## config.mk

```make
export PLATFORM = sky130hd
export DESIGN_NAME = svtmc_timing
export DESIGN_NICKNAME = d
export VERILOG_FILES = /design/src/svtmc_pkg.sv /design/src/svtmc_timing.sv
export VERILOG_INCLUDE_DIRS = /design/src
export SDC_FILE = /design/constraint.sdc
export NUM_CORES = 1
export LEC_CHECK = 0
export ABC_AREA = 1
export BUFFER_PORTS_ARGS = -buffer_cell sky130_fd_sc_hd__buf_2
export CAP_MARGIN = 20
export CORE_ASPECT_RATIO = 1.75
export CORE_MARGIN = 1.5
export CORE_UTILIZATION = 64
export DETAILED_ROUTE_END_ITERATION = 10
export PLACE_DENSITY = 0.86
export SYNTH_ARGS = -nofsm -noshare
export SYNTH_HDL_FRONTEND = slang
export SYNTH_SLANG_ARGS = --single-unit
```

## constraint.sdc

```tcl
create_clock -name core_clk -period 8.86 [get_ports core_clk]
set_clock_uncertainty 0.05 [all_clocks]
set_input_delay 0.443 -clock core_clk [delete_from_list [all_inputs] [get_ports core_clk]]
set_output_delay 0.443 -clock core_clk [all_outputs]
set_load 0.005 [all_outputs]
```

## src/svtmc_cfg.svh

```systemverilog
// Register indices, field positions, reset values and mode geometry of the video timing block
`ifndef SVTMC_CFG_SVH
`define SVTMC_CFG_SVH

`define SVTMC_REG_MODE       8'h10
`define SVTMC_REG_FMT        8'h11
`define SVTMC_REG_QCK        8'h14
`define SVTMC_REG_CLKCFG     8'h16
`define SVTMC_REG_COPROC     8'h18
`define SVTMC_REG_LINE_HI    8'h60
`define SVTMC_REG_LINE_LO    8'h61
`define SVTMC_REG_FIELD_HI   8'h62
`define SVTMC_REG_FIELD_LO   8'h63
`define SVTMC_REG_CLKDIV     8'h64
`define SVTMC_REG_BLACK      8'h65

`define SVTMC_RATE_BIT       3
`define SVTMC_BLKBUS_BIT     5
`define SVTMC_SHUF_BIT       7
`define SVTMC_PREDIV_BIT     7
`define SVTMC_COPROC_BIT     0
`define SVTMC_QCK_FREE_BIT   2
`define SVTMC_QCK_FAST_BIT   3

`define SVTMC_MODE_RST       8'h02
`define SVTMC_FMT_RST        8'h80
`define SVTMC_QCK_RST        8'h00
`define SVTMC_QCK_FREE_VAL   8'h04
`define SVTMC_CLKCFG_RST     8'h00
`define SVTMC_COPROC_RST     8'h01
`define SVTMC_CLKDIV_RST     8'h40

`define SVTMC_LL_PAL         10'h1C5
`define SVTMC_LL_NTSC        10'h16B
`define SVTMC_LL_CIF25       10'h1F3
`define SVTMC_LL_CIF30       10'h19F
`define SVTMC_LL_Q25         10'h0F9
`define SVTMC_LL_Q30         10'h0CF
`define SVTMC_FL_PAL         10'h137
`define SVTMC_FL_NTSC        10'h105
`define SVTMC_FL_CIF         10'h13F
`define SVTMC_FL_Q           10'h09F
`define SVTMC_DIV_TV         4'h2
`define SVTMC_DIV_CIF        4'h4
`define SVTMC_DIV_Q          4'h8

`define SVTMC_ARRAY_W        9'h16C
`define SVTMC_ARRAY_H        9'h128
`define SVTMC_W_NTSC         9'h132
`define SVTMC_H_NTSC         9'h0F4
`define SVTMC_W_FULL         9'h164
`define SVTMC_H_FULL         9'h124
`define SVTMC_W_Q            9'h0B4
`define SVTMC_H_Q            9'h094
`define SVTMC_X_FULL         9'h004
`define SVTMC_Y_FULL         9'h002
`define SVTMC_X_NTSC         9'h01C
`define SVTMC_Y_NTSC         9'h01A
`define SVTMC_X_Q            9'h05C
`define SVTMC_Y_Q            9'h04A

`endif

```

## src/svtmc_pkg.sv

```systemverilog
// Types shared by the video timing and mode control block
package svtmc_pkg;
	typedef enum logic [2:0] {
		SVTMC_PAL   = 3'h0,
		SVTMC_NTSC  = 3'h1,
		SVTMC_CIF   = 3'h2,
		SVTMC_CROPQ = 3'h3,
		SVTMC_SUBQ  = 3'h4
	} svtmc_mode_t;

	typedef struct packed {
		logic       en;
		logic [7:0] addr;
		logic [7:0] data;
	} svtmc_wr_t;

	typedef struct packed {
		logic [9:0] lineLen;
		logic [9:0] fieldLen;
		logic [3:0] sysDiv;
		logic       tvTiming;
	} svtmc_arb_t;

	typedef struct packed {
		logic [8:0] w;
		logic [8:0] h;
		logic [8:0] x;
		logic [8:0] y;
	} svtmc_geom_t;
endpackage

```

## src/svtmc_timing.sv

```systemverilog
// Video mode registers, mode arbitration, clock division and raster timing generator
`timescale 1ns/1ps
`default_nettype none
`include "svtmc_cfg.svh"

module svtmc_timing (
	input  wire logic                    core_clk,
	input  wire logic                    rst,
	input  wire logic                    ce,
	input  wire logic                    lowPower,
	input  wire svtmc_pkg::svtmc_wr_t    regWr,
	output var  svtmc_pkg::svtmc_mode_t  modeCode,
	output logic                         slowRate,
	output logic [9:0]                   lineLen,
	output logic [9:0]                   fieldLen,
	output logic [7:0]                   clkDiv,
	output logic                         qckFreeRun,
	output logic                         qckFast,
	output logic                         extraBlackEn,
	output logic                         blackOnBus,
	output logic                         shuffleEn,
	output logic                         preDiv15,
	output logic                         pixTick,
	output logic                         lineStart,
	output logic                         frameStart,
	output logic                         oddField,
	output logic                         pixValid,
	output logic [8:0]                   pixAddrX,
	output logic [8:0]                   pixAddrY
);
	// ------------------------------------------------------------
	// Mode tables
	// ------------------------------------------------------------
	function automatic svtmc_pkg::svtmc_mode_t decodeMode(input logic [2:0] code);
		case (code)
			3'h0:    decodeMode = svtmc_pkg::SVTMC_PAL;
			3'h1:    decodeMode = svtmc_pkg::SVTMC_NTSC;
			3'h3:    decodeMode = svtmc_pkg::SVTMC_CROPQ;
			3'h4:    decodeMode = svtmc_pkg::SVTMC_SUBQ;
			default: decodeMode = svtmc_pkg::SVTMC_CIF;
		endcase
	endfunction

	function automatic svtmc_pkg::svtmc_arb_t arbValues(input svtmc_pkg::svtmc_mode_t m, input logic slow);
		svtmc_pkg::svtmc_arb_t a;
		a = '0;
		case (m)
			svtmc_pkg::SVTMC_PAL:  a = '{`SVTMC_LL_PAL, `SVTMC_FL_PAL, `SVTMC_DIV_TV, 1'b1};
			svtmc_pkg::SVTMC_NTSC: a = '{`SVTMC_LL_NTSC, `SVTMC_FL_NTSC, `SVTMC_DIV_TV, 1'b1};
			svtmc_pkg::SVTMC_CIF:  a = '{slow ? `SVTMC_LL_CIF25 : `SVTMC_LL_CIF30,
				`SVTMC_FL_CIF, `SVTMC_DIV_CIF, 1'b0};
			default: a = '{slow ? `SVTMC_LL_Q25 : `SVTMC_LL_Q30, `SVTMC_FL_Q, `SVTMC_DIV_Q, 1'b0};
		endcase
		return a;
	endfunction

	function automatic svtmc_pkg::svtmc_geom_t geomOf(input svtmc_pkg::svtmc_mode_t m);
		svtmc_pkg::svtmc_geom_t g;
		g = '0;
		case (m)
			// NTSC sits off-centre so its corner stays a green-one pixel
			svtmc_pkg::SVTMC_NTSC:  g = '{`SVTMC_W_NTSC, `SVTMC_H_NTSC, `SVTMC_X_NTSC, `SVTMC_Y_NTSC};
			svtmc_pkg::SVTMC_CROPQ: g = '{`SVTMC_W_Q, `SVTMC_H_Q, `SVTMC_X_Q, `SVTMC_Y_Q};
			svtmc_pkg::SVTMC_SUBQ:  g = '{`SVTMC_W_Q, `SVTMC_H_Q, `SVTMC_X_FULL, `SVTMC_Y_FULL};
			default: g = '{`SVTMC_W_FULL, `SVTMC_H_FULL, `SVTMC_X_FULL, `SVTMC_Y_FULL};
		endcase
		return g;
	endfunction

	// Odd pixels (even indices) first when shuffled; subsampling keeps pairs, skips pairs
	function automatic logic [8:0] mapIdx(input logic [8:0] idx, input logic [8:0] size,
		input logic shuf, input logic sub);
		logic [8:0] half;
		logic [8:0] s;
		half = size >> 1;
		if (shuf && idx >= half) begin
			s = 9'(((idx - half) << 1) | 9'h001);
		end else if (shuf) begin
			s = 9'(idx << 1);
		end else begin
			s = idx;
		end
		return sub ? {s[7:1], 1'b0, s[0]} : s;
	endfunction

	// ------------------------------------------------------------
	// Register writes and arbitration
	// ------------------------------------------------------------
	logic [7:0] regFmt;
	logic [7:0] regQck;
	logic [7:0] regClkCfg;
	logic [7:0] regCoproc;
	logic       regBlack;

	wire wMode    = regWr.en && regWr.addr == `SVTMC_REG_MODE;
	wire wFmt     = regWr.en && regWr.addr == `SVTMC_REG_FMT;
	wire wQck     = regWr.en && regWr.addr == `SVTMC_REG_QCK;
	wire wClkCfg  = regWr.en && regWr.addr == `SVTMC_REG_CLKCFG;
	wire wCoproc  = regWr.en && regWr.addr == `SVTMC_REG_COPROC;
	wire wLineHi  = regWr.en && regWr.addr == `SVTMC_REG_LINE_HI;
	wire wLineLo  = regWr.en && regWr.addr == `SVTMC_REG_LINE_LO;
	wire wFieldHi = regWr.en && regWr.addr == `SVTMC_REG_FIELD_HI;
	wire wFieldLo = regWr.en && regWr.addr == `SVTMC_REG_FIELD_LO;
	wire wClkDiv  = regWr.en && regWr.addr == `SVTMC_REG_CLKDIV;
	wire wBlack   = regWr.en && regWr.addr == `SVTMC_REG_BLACK;

	wire svtmc_pkg::svtmc_mode_t newMode = decodeMode(regWr.data[2:0]);
	wire svtmc_pkg::svtmc_arb_t  newArb  = arbValues(newMode, regWr.data[`SVTMC_RATE_BIT]);

	// A mode write forces every dependent value regardless of what it held
	always_ff @(posedge core_clk or posedge rst) begin
		if (rst) begin
			modeCode  <= svtmc_pkg::SVTMC_CIF;
			slowRate  <= 1'b0;
			lineLen   <= `SVTMC_LL_CIF30;
			fieldLen  <= `SVTMC_FL_CIF;
			clkDiv    <= `SVTMC_CLKDIV_RST;
			regQck    <= `SVTMC_QCK_RST;
			regBlack  <= 1'b0;
		end else if (ce && wMode) begin
			modeCode  <= newMode;
			slowRate  <= regWr.data[`SVTMC_RATE_BIT];
			lineLen   <= newArb.lineLen;
			fieldLen  <= newArb.fieldLen;
			clkDiv    <= {newArb.sysDiv, clkDiv[3:0]};
			regQck    <= newArb.tvTiming ? `SVTMC_QCK_FREE_VAL : `SVTMC_QCK_RST;
			regBlack  <= newArb.tvTiming;
		end else if (ce) begin
			if (wLineHi)  lineLen[9:8]  <= regWr.data[1:0];
			if (wLineLo)  lineLen[7:0]  <= regWr.data;
			if (wFieldHi) fieldLen[9:8] <= regWr.data[1:0];
			if (wFieldLo) fieldLen[7:0] <= regWr.data;
			if (wClkDiv)  clkDiv[3:0]   <= regWr.data[3:0];
			if (wQck)     regQck        <= regWr.data;
			if (wBlack)   regBlack      <= regWr.data[0];
		end
	end

	always_ff @(posedge core_clk or posedge rst) begin
		if (rst) begin
			regFmt    <= `SVTMC_FMT_RST;
			regClkCfg <= `SVTMC_CLKCFG_RST;
			regCoproc <= `SVTMC_COPROC_RST;
		end else if (ce) begin
			if (wFmt)    regFmt    <= regWr.data;
			if (wClkCfg) regClkCfg <= regWr.data;
			if (wCoproc) regCoproc <= regWr.data;
		end
	end

	// Outputs are registered, so decoded flags lag their source register by one cycle
	always_ff @(posedge core_clk or posedge rst) begin
		if (rst) begin
			qckFreeRun   <= 1'b0;
			qckFast      <= 1'b0;
			extraBlackEn <= 1'b0;
			blackOnBus   <= 1'b0;
			shuffleEn    <= 1'b1;
			preDiv15     <= 1'b0;
		end else if (ce) begin
			qckFreeRun   <= regQck[`SVTMC_QCK_FREE_BIT];
			qckFast      <= regQck[`SVTMC_QCK_FAST_BIT];
			extraBlackEn <= regBlack || !regCoproc[`SVTMC_COPROC_BIT];
			blackOnBus   <= regFmt[`SVTMC_BLKBUS_BIT];
			shuffleEn    <= regFmt[`SVTMC_SHUF_BIT];
			preDiv15     <= regClkCfg[`SVTMC_PREDIV_BIT];
		end
	end

	// ------------------------------------------------------------
	// Clock division
	// ------------------------------------------------------------
	logic [1:0] phase3;
	logic [6:0] divCnt;

	// Two enables in every three cycles gives the 1.5 ratio without a second clock
	wire        preTick = !preDiv15 || phase3 != 2'h2;
	wire [3:0]  pixDiv  = clkDiv[3:0] == 4'h0 ? 4'h1 : clkDiv[3:0];
	wire [6:0]  divLast = 7'(clkDiv[7:4] * pixDiv - 8'h01);
	wire        divWrap = preTick && divCnt >= divLast;
	wire        running = !lowPower;

	always_ff @(posedge core_clk or posedge rst) begin
		if (rst) begin
			phase3 <= 2'h0;
			divCnt <= 7'h00;
			pixTick <= 1'b0;
		end else if (ce) begin
			phase3  <= (phase3 == 2'h2 || !preDiv15) ? 2'h0 : phase3 + 2'h1;
			divCnt  <= (divWrap || !running) ? 7'h00 : divCnt + 7'(preTick);
			pixTick <= divWrap && running;
		end
	end

	// ------------------------------------------------------------
	// Raster counters and readout addresses
	// ------------------------------------------------------------
	logic [9:0] col;
	logic [9:0] row;

	wire svtmc_pkg::svtmc_geom_t geom = geomOf(modeCode);
	wire        tvMode  = modeCode == svtmc_pkg::SVTMC_PAL || modeCode == svtmc_pkg::SVTMC_NTSC;
	wire        subMode = modeCode == svtmc_pkg::SVTMC_SUBQ;
	wire [9:0]  rowLast = fieldLen + 10'(tvMode && oddField);
	wire        colEnd  = col >= lineLen;
	wire        rowEnd  = row >= rowLast;
	wire        inWin   = col < 10'(geom.w) && row < 10'(geom.h);
	wire [8:0]  nextX   = geom.x + mapIdx(col[8:0], geom.w, shuffleEn, subMode);
	wire [8:0]  nextY   = geom.y + mapIdx(row[8:0], geom.h, 1'b0, subMode);

	// Counters restart while in low power so the first frame after exit is whole
	always_ff @(posedge core_clk or posedge rst) begin
		if (rst) begin
			col <= 10'h000;
			row <= 10'h000;
			oddField <= 1'b0;
		end else if (ce && !running) begin
			col <= 10'h000;
			row <= 10'h000;
			oddField <= 1'b0;
		end else if (ce && pixTick) begin
			col <= colEnd ? 10'h000 : col + 10'h001;
			if (colEnd) row <= rowEnd ? 10'h000 : row + 10'h001;
			if (colEnd && rowEnd) oddField <= !oddField;
		end
	end

	always_ff @(posedge core_clk or posedge rst) begin
		if (rst) begin
			lineStart  <= 1'b0;
			frameStart <= 1'b0;
			pixValid   <= 1'b0;
			pixAddrX   <= 9'h000;
			pixAddrY   <= 9'h000;
		end else if (ce) begin
			lineStart  <= pixTick && running && col == 10'h000;
			frameStart <= pixTick && running && col == 10'h000 && row == 10'h000;
			pixValid   <= pixTick && running && inWin;
			pixAddrX   <= nextX;
			pixAddrY   <= nextY;
		end
	end
endmodule

`default_nettype wire

```

; ---- After elaboration in Yosys (flattened, before gate mapping)
; Index checks and enable logic that the tools add are counted.
[word_totals]
mem_bits_ro = 0
latch_bits = 0
ff_bits = 112
output_inout_bits = 61
memories = 0
ram_bits = 0
[op_classes]
shift = 0
reduce_logical = 61
div_mod_pow = 0
bitwise = 1
eq_ne = 21
n_mul = 1
addsub = 9
n_mux = 37
n_lt_le_gt_ge = 6
[ops]
columns = operator, count
row1 = 2-to-1 mux 10 bit, 11
row2 = one-hot mux 36 bit (3 select lines), 1
row3 = one-hot mux 24 bit (3 select lines), 1
row4 = == test 8 x 7 -> 1 bit (second input constant), 6
row5 = == test 8 x 5 -> 1 bit (second input constant), 5
row6 = 2-to-1 mux 9 bit, 4
row7 = logical AND 1 bit, 24
row8 = AND reduction 2 bit, 11
row9 = adder 10 x 1 -> 10 bit (second input constant), 2
row10 = greater-or-equal comparator 10 bit, 2
row11 = logical NOT 10 bit, 2
row12 = < comparator 10 x 9 -> 1 bit, 2
row13 = nonzero test 2 bit, 10
row14 = adder 9 bit, 2
row15 = 2-to-1 mux 4 bit, 4
row16 = 2-to-1 mux 8 bit, 2
row17 = 2-to-1 mux 7 bit, 2
row18 = one-hot mux 3 bit (4 select lines), 1
row19 = adder 10 x 1 -> 10 bit, 1
row20 = == test 3 x 1 -> 1 bit (second input constant), 3
row21 = == test 3 x 2 -> 1 bit (second input constant), 3
row22 = greater-or-equal comparator 9 x 8 -> 1 bit, 1
row23 = logical NOT 3 bit, 3
row24 = subtractor 8 bit, 1
row25 = 17 further kinds, 32

; ---- Depth between registers and ports, before layout
[depth]
depth_word = 9
depth_mapped = 27
mapped_depth_nobuf = 26

; ---- Worst setup path after synthesis
; Ideal clock, no wire load.
[synth_timing]
kind = register to register
startpoint = register modeCode[1]
endpoint = register pixAddrX[8]
setup_time_ps = 117
slack_ps = 4936
stages_incl_launch_ff = 27
t_arrival_ps = 3756
required_ps = 8693
path_buffers = 2
path_cell_list = dfstp_2 > inv_2 > nand3_4 > clkbuf_1 > clkbuf_1 > o21ai_0 > inv_1 > ha_1 > nand2_1 > nand2_1 > a21oi_2 > nand3_4 > nand2_8 > nand3_1 > nand2_1 > inv_1 > o21ai_0 > inv_1 > fa_1 > nor2_1 > inv_1 > nor2_1 > nand2_1 > nand3_1 > nand2_1 > nand3_1 > nand2_1
[synth_via]
elab_chain_len = 7
elab_cells_between_ends = 10
cone_classes = add/sub (2) / order compare (1) / eq/ne (3) / mux (3) / reduce/logical (1)
[synth_rtl]
columns = element, line_no
row1 = "start, declared", svtmc_timing.sv:12  ; output var svtmc_pkg::svtmc_mode_t modeCode,
row2 = "start signal, assigned", svtmc_timing.sv:113  ; modeCode <= svtmc_pkg::SVTMC_CIF;
row3 = "start signal, assigned", svtmc_timing.sv:121  ; modeCode <= newMode;
row4 = == test 3 bit (tied with other cells), "svtmc_timing.sv:60, svtmc_timing.sv:203"
row5 = one-hot mux 36 bit (3 select lines), svtmc_timing.sv:60  ; case (m)
row6 = greater-or-equal comparator 9 x 8 -> 1 bit, svtmc_timing.sv:76  ; if (shuf && idx >= half) begin
row7 = logical AND 1 bit, svtmc_timing.sv:76
row8 = 2-to-1 mux 9 bit, svtmc_timing.sv:76
row9 = 2-to-1 mux 9 bit, svtmc_timing.sv:83  ; return sub ? {s[7:1], 1'b0, s[0]} : s;
row10 = adder 9 bit (*), svtmc_timing.sv:208  ; wire [8:0] nextX = geom.x + mapIdx(col[8:0], geom.w, shuffleEn, subMode);
row11 = "end signal, assigned", svtmc_timing.sv:239  ; pixAddrX <= nextX;
row12 = "end, declared", svtmc_timing.sv:28  ; output logic [8:0] pixAddrX,
; Mark *: on every way between the ends. The rest lies on a longest branch, timed or not.
; A chain may end at the register's enable or synchronous reset.

; ---- Worst setup path after layout
[layout_timing]
startpoint = register modeCode[2]
endpoint = register pixAddrX[8]
; Same word-level chain as after synthesis.

==> metrics <==
status=complete, no violations; share of layout cells above drive strength 1=approximately 16%; CTS H-tree depth=3; Sink Count=96; largest net degree at the start of global routing=66; first-pass GRT wire length=30.72 mm; Core Box Area=10700 um^2; Max VDD drop=0.1300 mV; # diodes=0; most used cell, CP=nand2_1; post-route setup TNS=0 ns; total track usage=35.02%; synthesized area=around 7000 um^2; initial drt markers=521; Slowest-stage cell, CP=o21ai_0; Worst R2R Path Depth=25; Worst Tran Pin Value=0.8350 ns; kind of cell adding the most delay to the critical path=simple AND/OR/NAND/NOR gates; CP required=around 9 ns; Setup crit start kind=flip-flop; ys flop type=dfrtp_1; Ports=82; R2R Path End=pixAddrX[8]; Die Area=11620 um^2; Seq/Total Area, Yosys=34.61%; YS warnings=0; final max-slew violation count=0; post-synth top area share=approximately 27%; initial core utilization=65.53%; final std cell area, no fill=7796 um^2; most common cell after layout, fill and taps aside=nand2_1; Static Leakage=around 0.0042 uW; most used cells in the layout excluding fill and tap cells=nand2_1, inv_1, nor2_1; P&R area growth vs syn=11.21%; Worst-Skew Late Latency=0.36 ns; final design utilization=~73%; initial antenna violation count=0; CP endpoint kind=flip-flop; TritonCTS clock tree=done; Largest stage delay, worst path=0.50 ns; DRC=0; DR WL met2=roughly 10 mm; # placed instances=1110; row count=50; die width=82.12 um; MaxCap Viol Count=0; met1 wire length=between 6 and 7 mm; Root Buffer=clkbuf_16; relative slew slack=between 40% and 50%; # port buffers=80; Final Non-Filler Cells=1126; cts hold-fix bufs=0; drt total wl=between 15 and 20 mm; vias in the first global route=6545; detail-routed via count per cell=5.918; Reg2Reg Setup Slack=4.38 ns; dominant cell type by area after synthesis=dfrtp_1; drt pass-1 iters=6; Worst EP arrival=roughly 4.7 ns; period utilisation layout=around half; uppermost routed layer=met4; RSZ-0062 raised after global routing=false; # setup viols final=0; DP HPWL=roughly 14 mm; crit path max fanout=10; met3 WL=approximately 1.2 mm; Setup Fix Bufs, Post-CTS=0; Die Ht=about 140 um; Clock transition at path regs=0.07 ns; fin worst setup slack=4.379 ns; flops & latches, synth=96; Final nets=1086; worst flop-to-flop path startpoint=modeCode[2]; worst hold path class=primary input to async pin; Cell Pwr Density=163.1 nW/um^2; GPL Wtd Cong=0.9911; Synth cell types=51; Crit Path Category=flip-flop to flip-flop; final hold vios=0; Async S/R FF share, synth=100.0%; via count=around 6700; EDFF count, synth=0; top post-synthesis cells by area=dfrtp_1, ha_1, nand2_1, dfstp_2, inv_1; Placed Area=7485 um^2; PostCTS Resize Cnt=0; Remaining Overflow, GRT=0; Clock Path Buffers=2; WP buf/inv=5; post-route ant nets=0; Syn Area/Cell=roughly 7.6 um^2; fmax=0.2232 GHz; syn nets=1012; Final min period=roughly 4.5 ns; Post-Place Worst Slack=4.476 ns; TritonCTS Buffers=9; synthesized instance count=917; Wirelength per Cell=16.90 um
[kinds of logic (layout without fill, tap and decap cells)]
| kind of cell | count (synthesis) | count (layout) | share of synthesized area [%] |
|---|---|---|---|
| compound gates | 148 | 148 | 11.96 |
| xor+xnor | 29 | 29 | 3.623 |
| fa+ha+maj | 74 | 74 | 13.74 |
| buf+inv | 153 | 232 | 8.692 |
| flops | 96 | 96 | 34.61 |
| mux | 2 | 2 | 0.3034 |
| other cells | 1 | 1 | 0.05349 |
| simple gates | 414 | 414 | 27.02 |
[state kept, by name, indices dropped and copies added, names as in the netlist, 3 cells and up]
signal,count
col,10
fieldLen,10
lineLen,10
row,10
pixAddrX,9
pixAddrY,9
clkDiv,7
divCnt,7
modeCode,3
[power breakdown]
part	switching [uW]	internal [uW]	leakage, uW
registers	48.2	487	0.00119
clock network	190	232	0.000156
logic	195	121	0.00281
total	433	839	0.00416
[routing by layer]
layer / vias to the layer above / GRT usage [%]
li1: 3168 / -
met2: 328 / 62.30
met1: 3080 / 37.09
met4: 0 / 21.05
met3: 88 / 5.981
met5: - / 0
[worst reg2reg max path, delay by kind of cell, from the launching register on]
kind                       cells  cell delay, ns
and+or+nand+nor               15            1.77
adders and majority gates      2            0.79
AOI/OAI and AO/OA              3            0.72
buffers and inverters          5            0.60
DFF                            1            0.45
[how the worst max path moves through the flow]
stage	startpoint	to	slack [ns]	cells after the start
after floorplan	modeCode[1]	pixAddrX[8]	4.94	26
final	modeCode[2]	pixAddrX[8]	4.38	25
after CTS	modeCode[2]	pixAddrX[8]	4.43	25
after global placement	modeCode[2]	pixAddrX[8]	4.64	24
after global routing	modeCode[2]	pixAddrX[8]	4.02	25
after detailed placement	modeCode[2]	pixAddrX[8]	4.48	24
[Yosys cell counts (3+ instances only)]
cell type	instances
buf_2	4
nand3_2	10
nand4_1	10
o211ai_1	5
inv_1	129
xor2_1	22
buf_1	3
buf_6	3
nor2_2	6
xnor2_1	7
nand2_1	199
o22ai_1	3
nor3b_1	4
inv_2	5
nor4_1	6
nor2_1	82
dfstp_2	19
nand2_2	14
nand3_1	52
nor3_1	18
o31ai_1	4
a22oi_1	3
dfrtp_1	77
a21oi_1	41
fa_1	5
o21ai_1	5
ha_1	69
o21ai_0	63
nand3b_1	5
a31oi_1	9
clkbuf_1	7
[through the flow]
stage	total power [uW]	hold slack, ns
6_report	1272	0.01292
3_5_place_dp	850.3	0.4098
5_1_grt	1337	0.05143
4_1_cts	1267	0.03834
3_3_place_gp	835.6	0.4039
2_1_floorplan	744.3	0.3934
[final cells by class]
cell class                 count  area (um^2)
fill                         846         2902
clock buffer                  10        239.0
inverter                     134        505.5
clock inverter                 6        72.57
sequential                    96         2426
tap                          130        162.7
multi-input combinational    668         3975
timing repair buffer          82        415.4
Power figures use the tool's default switching activity.
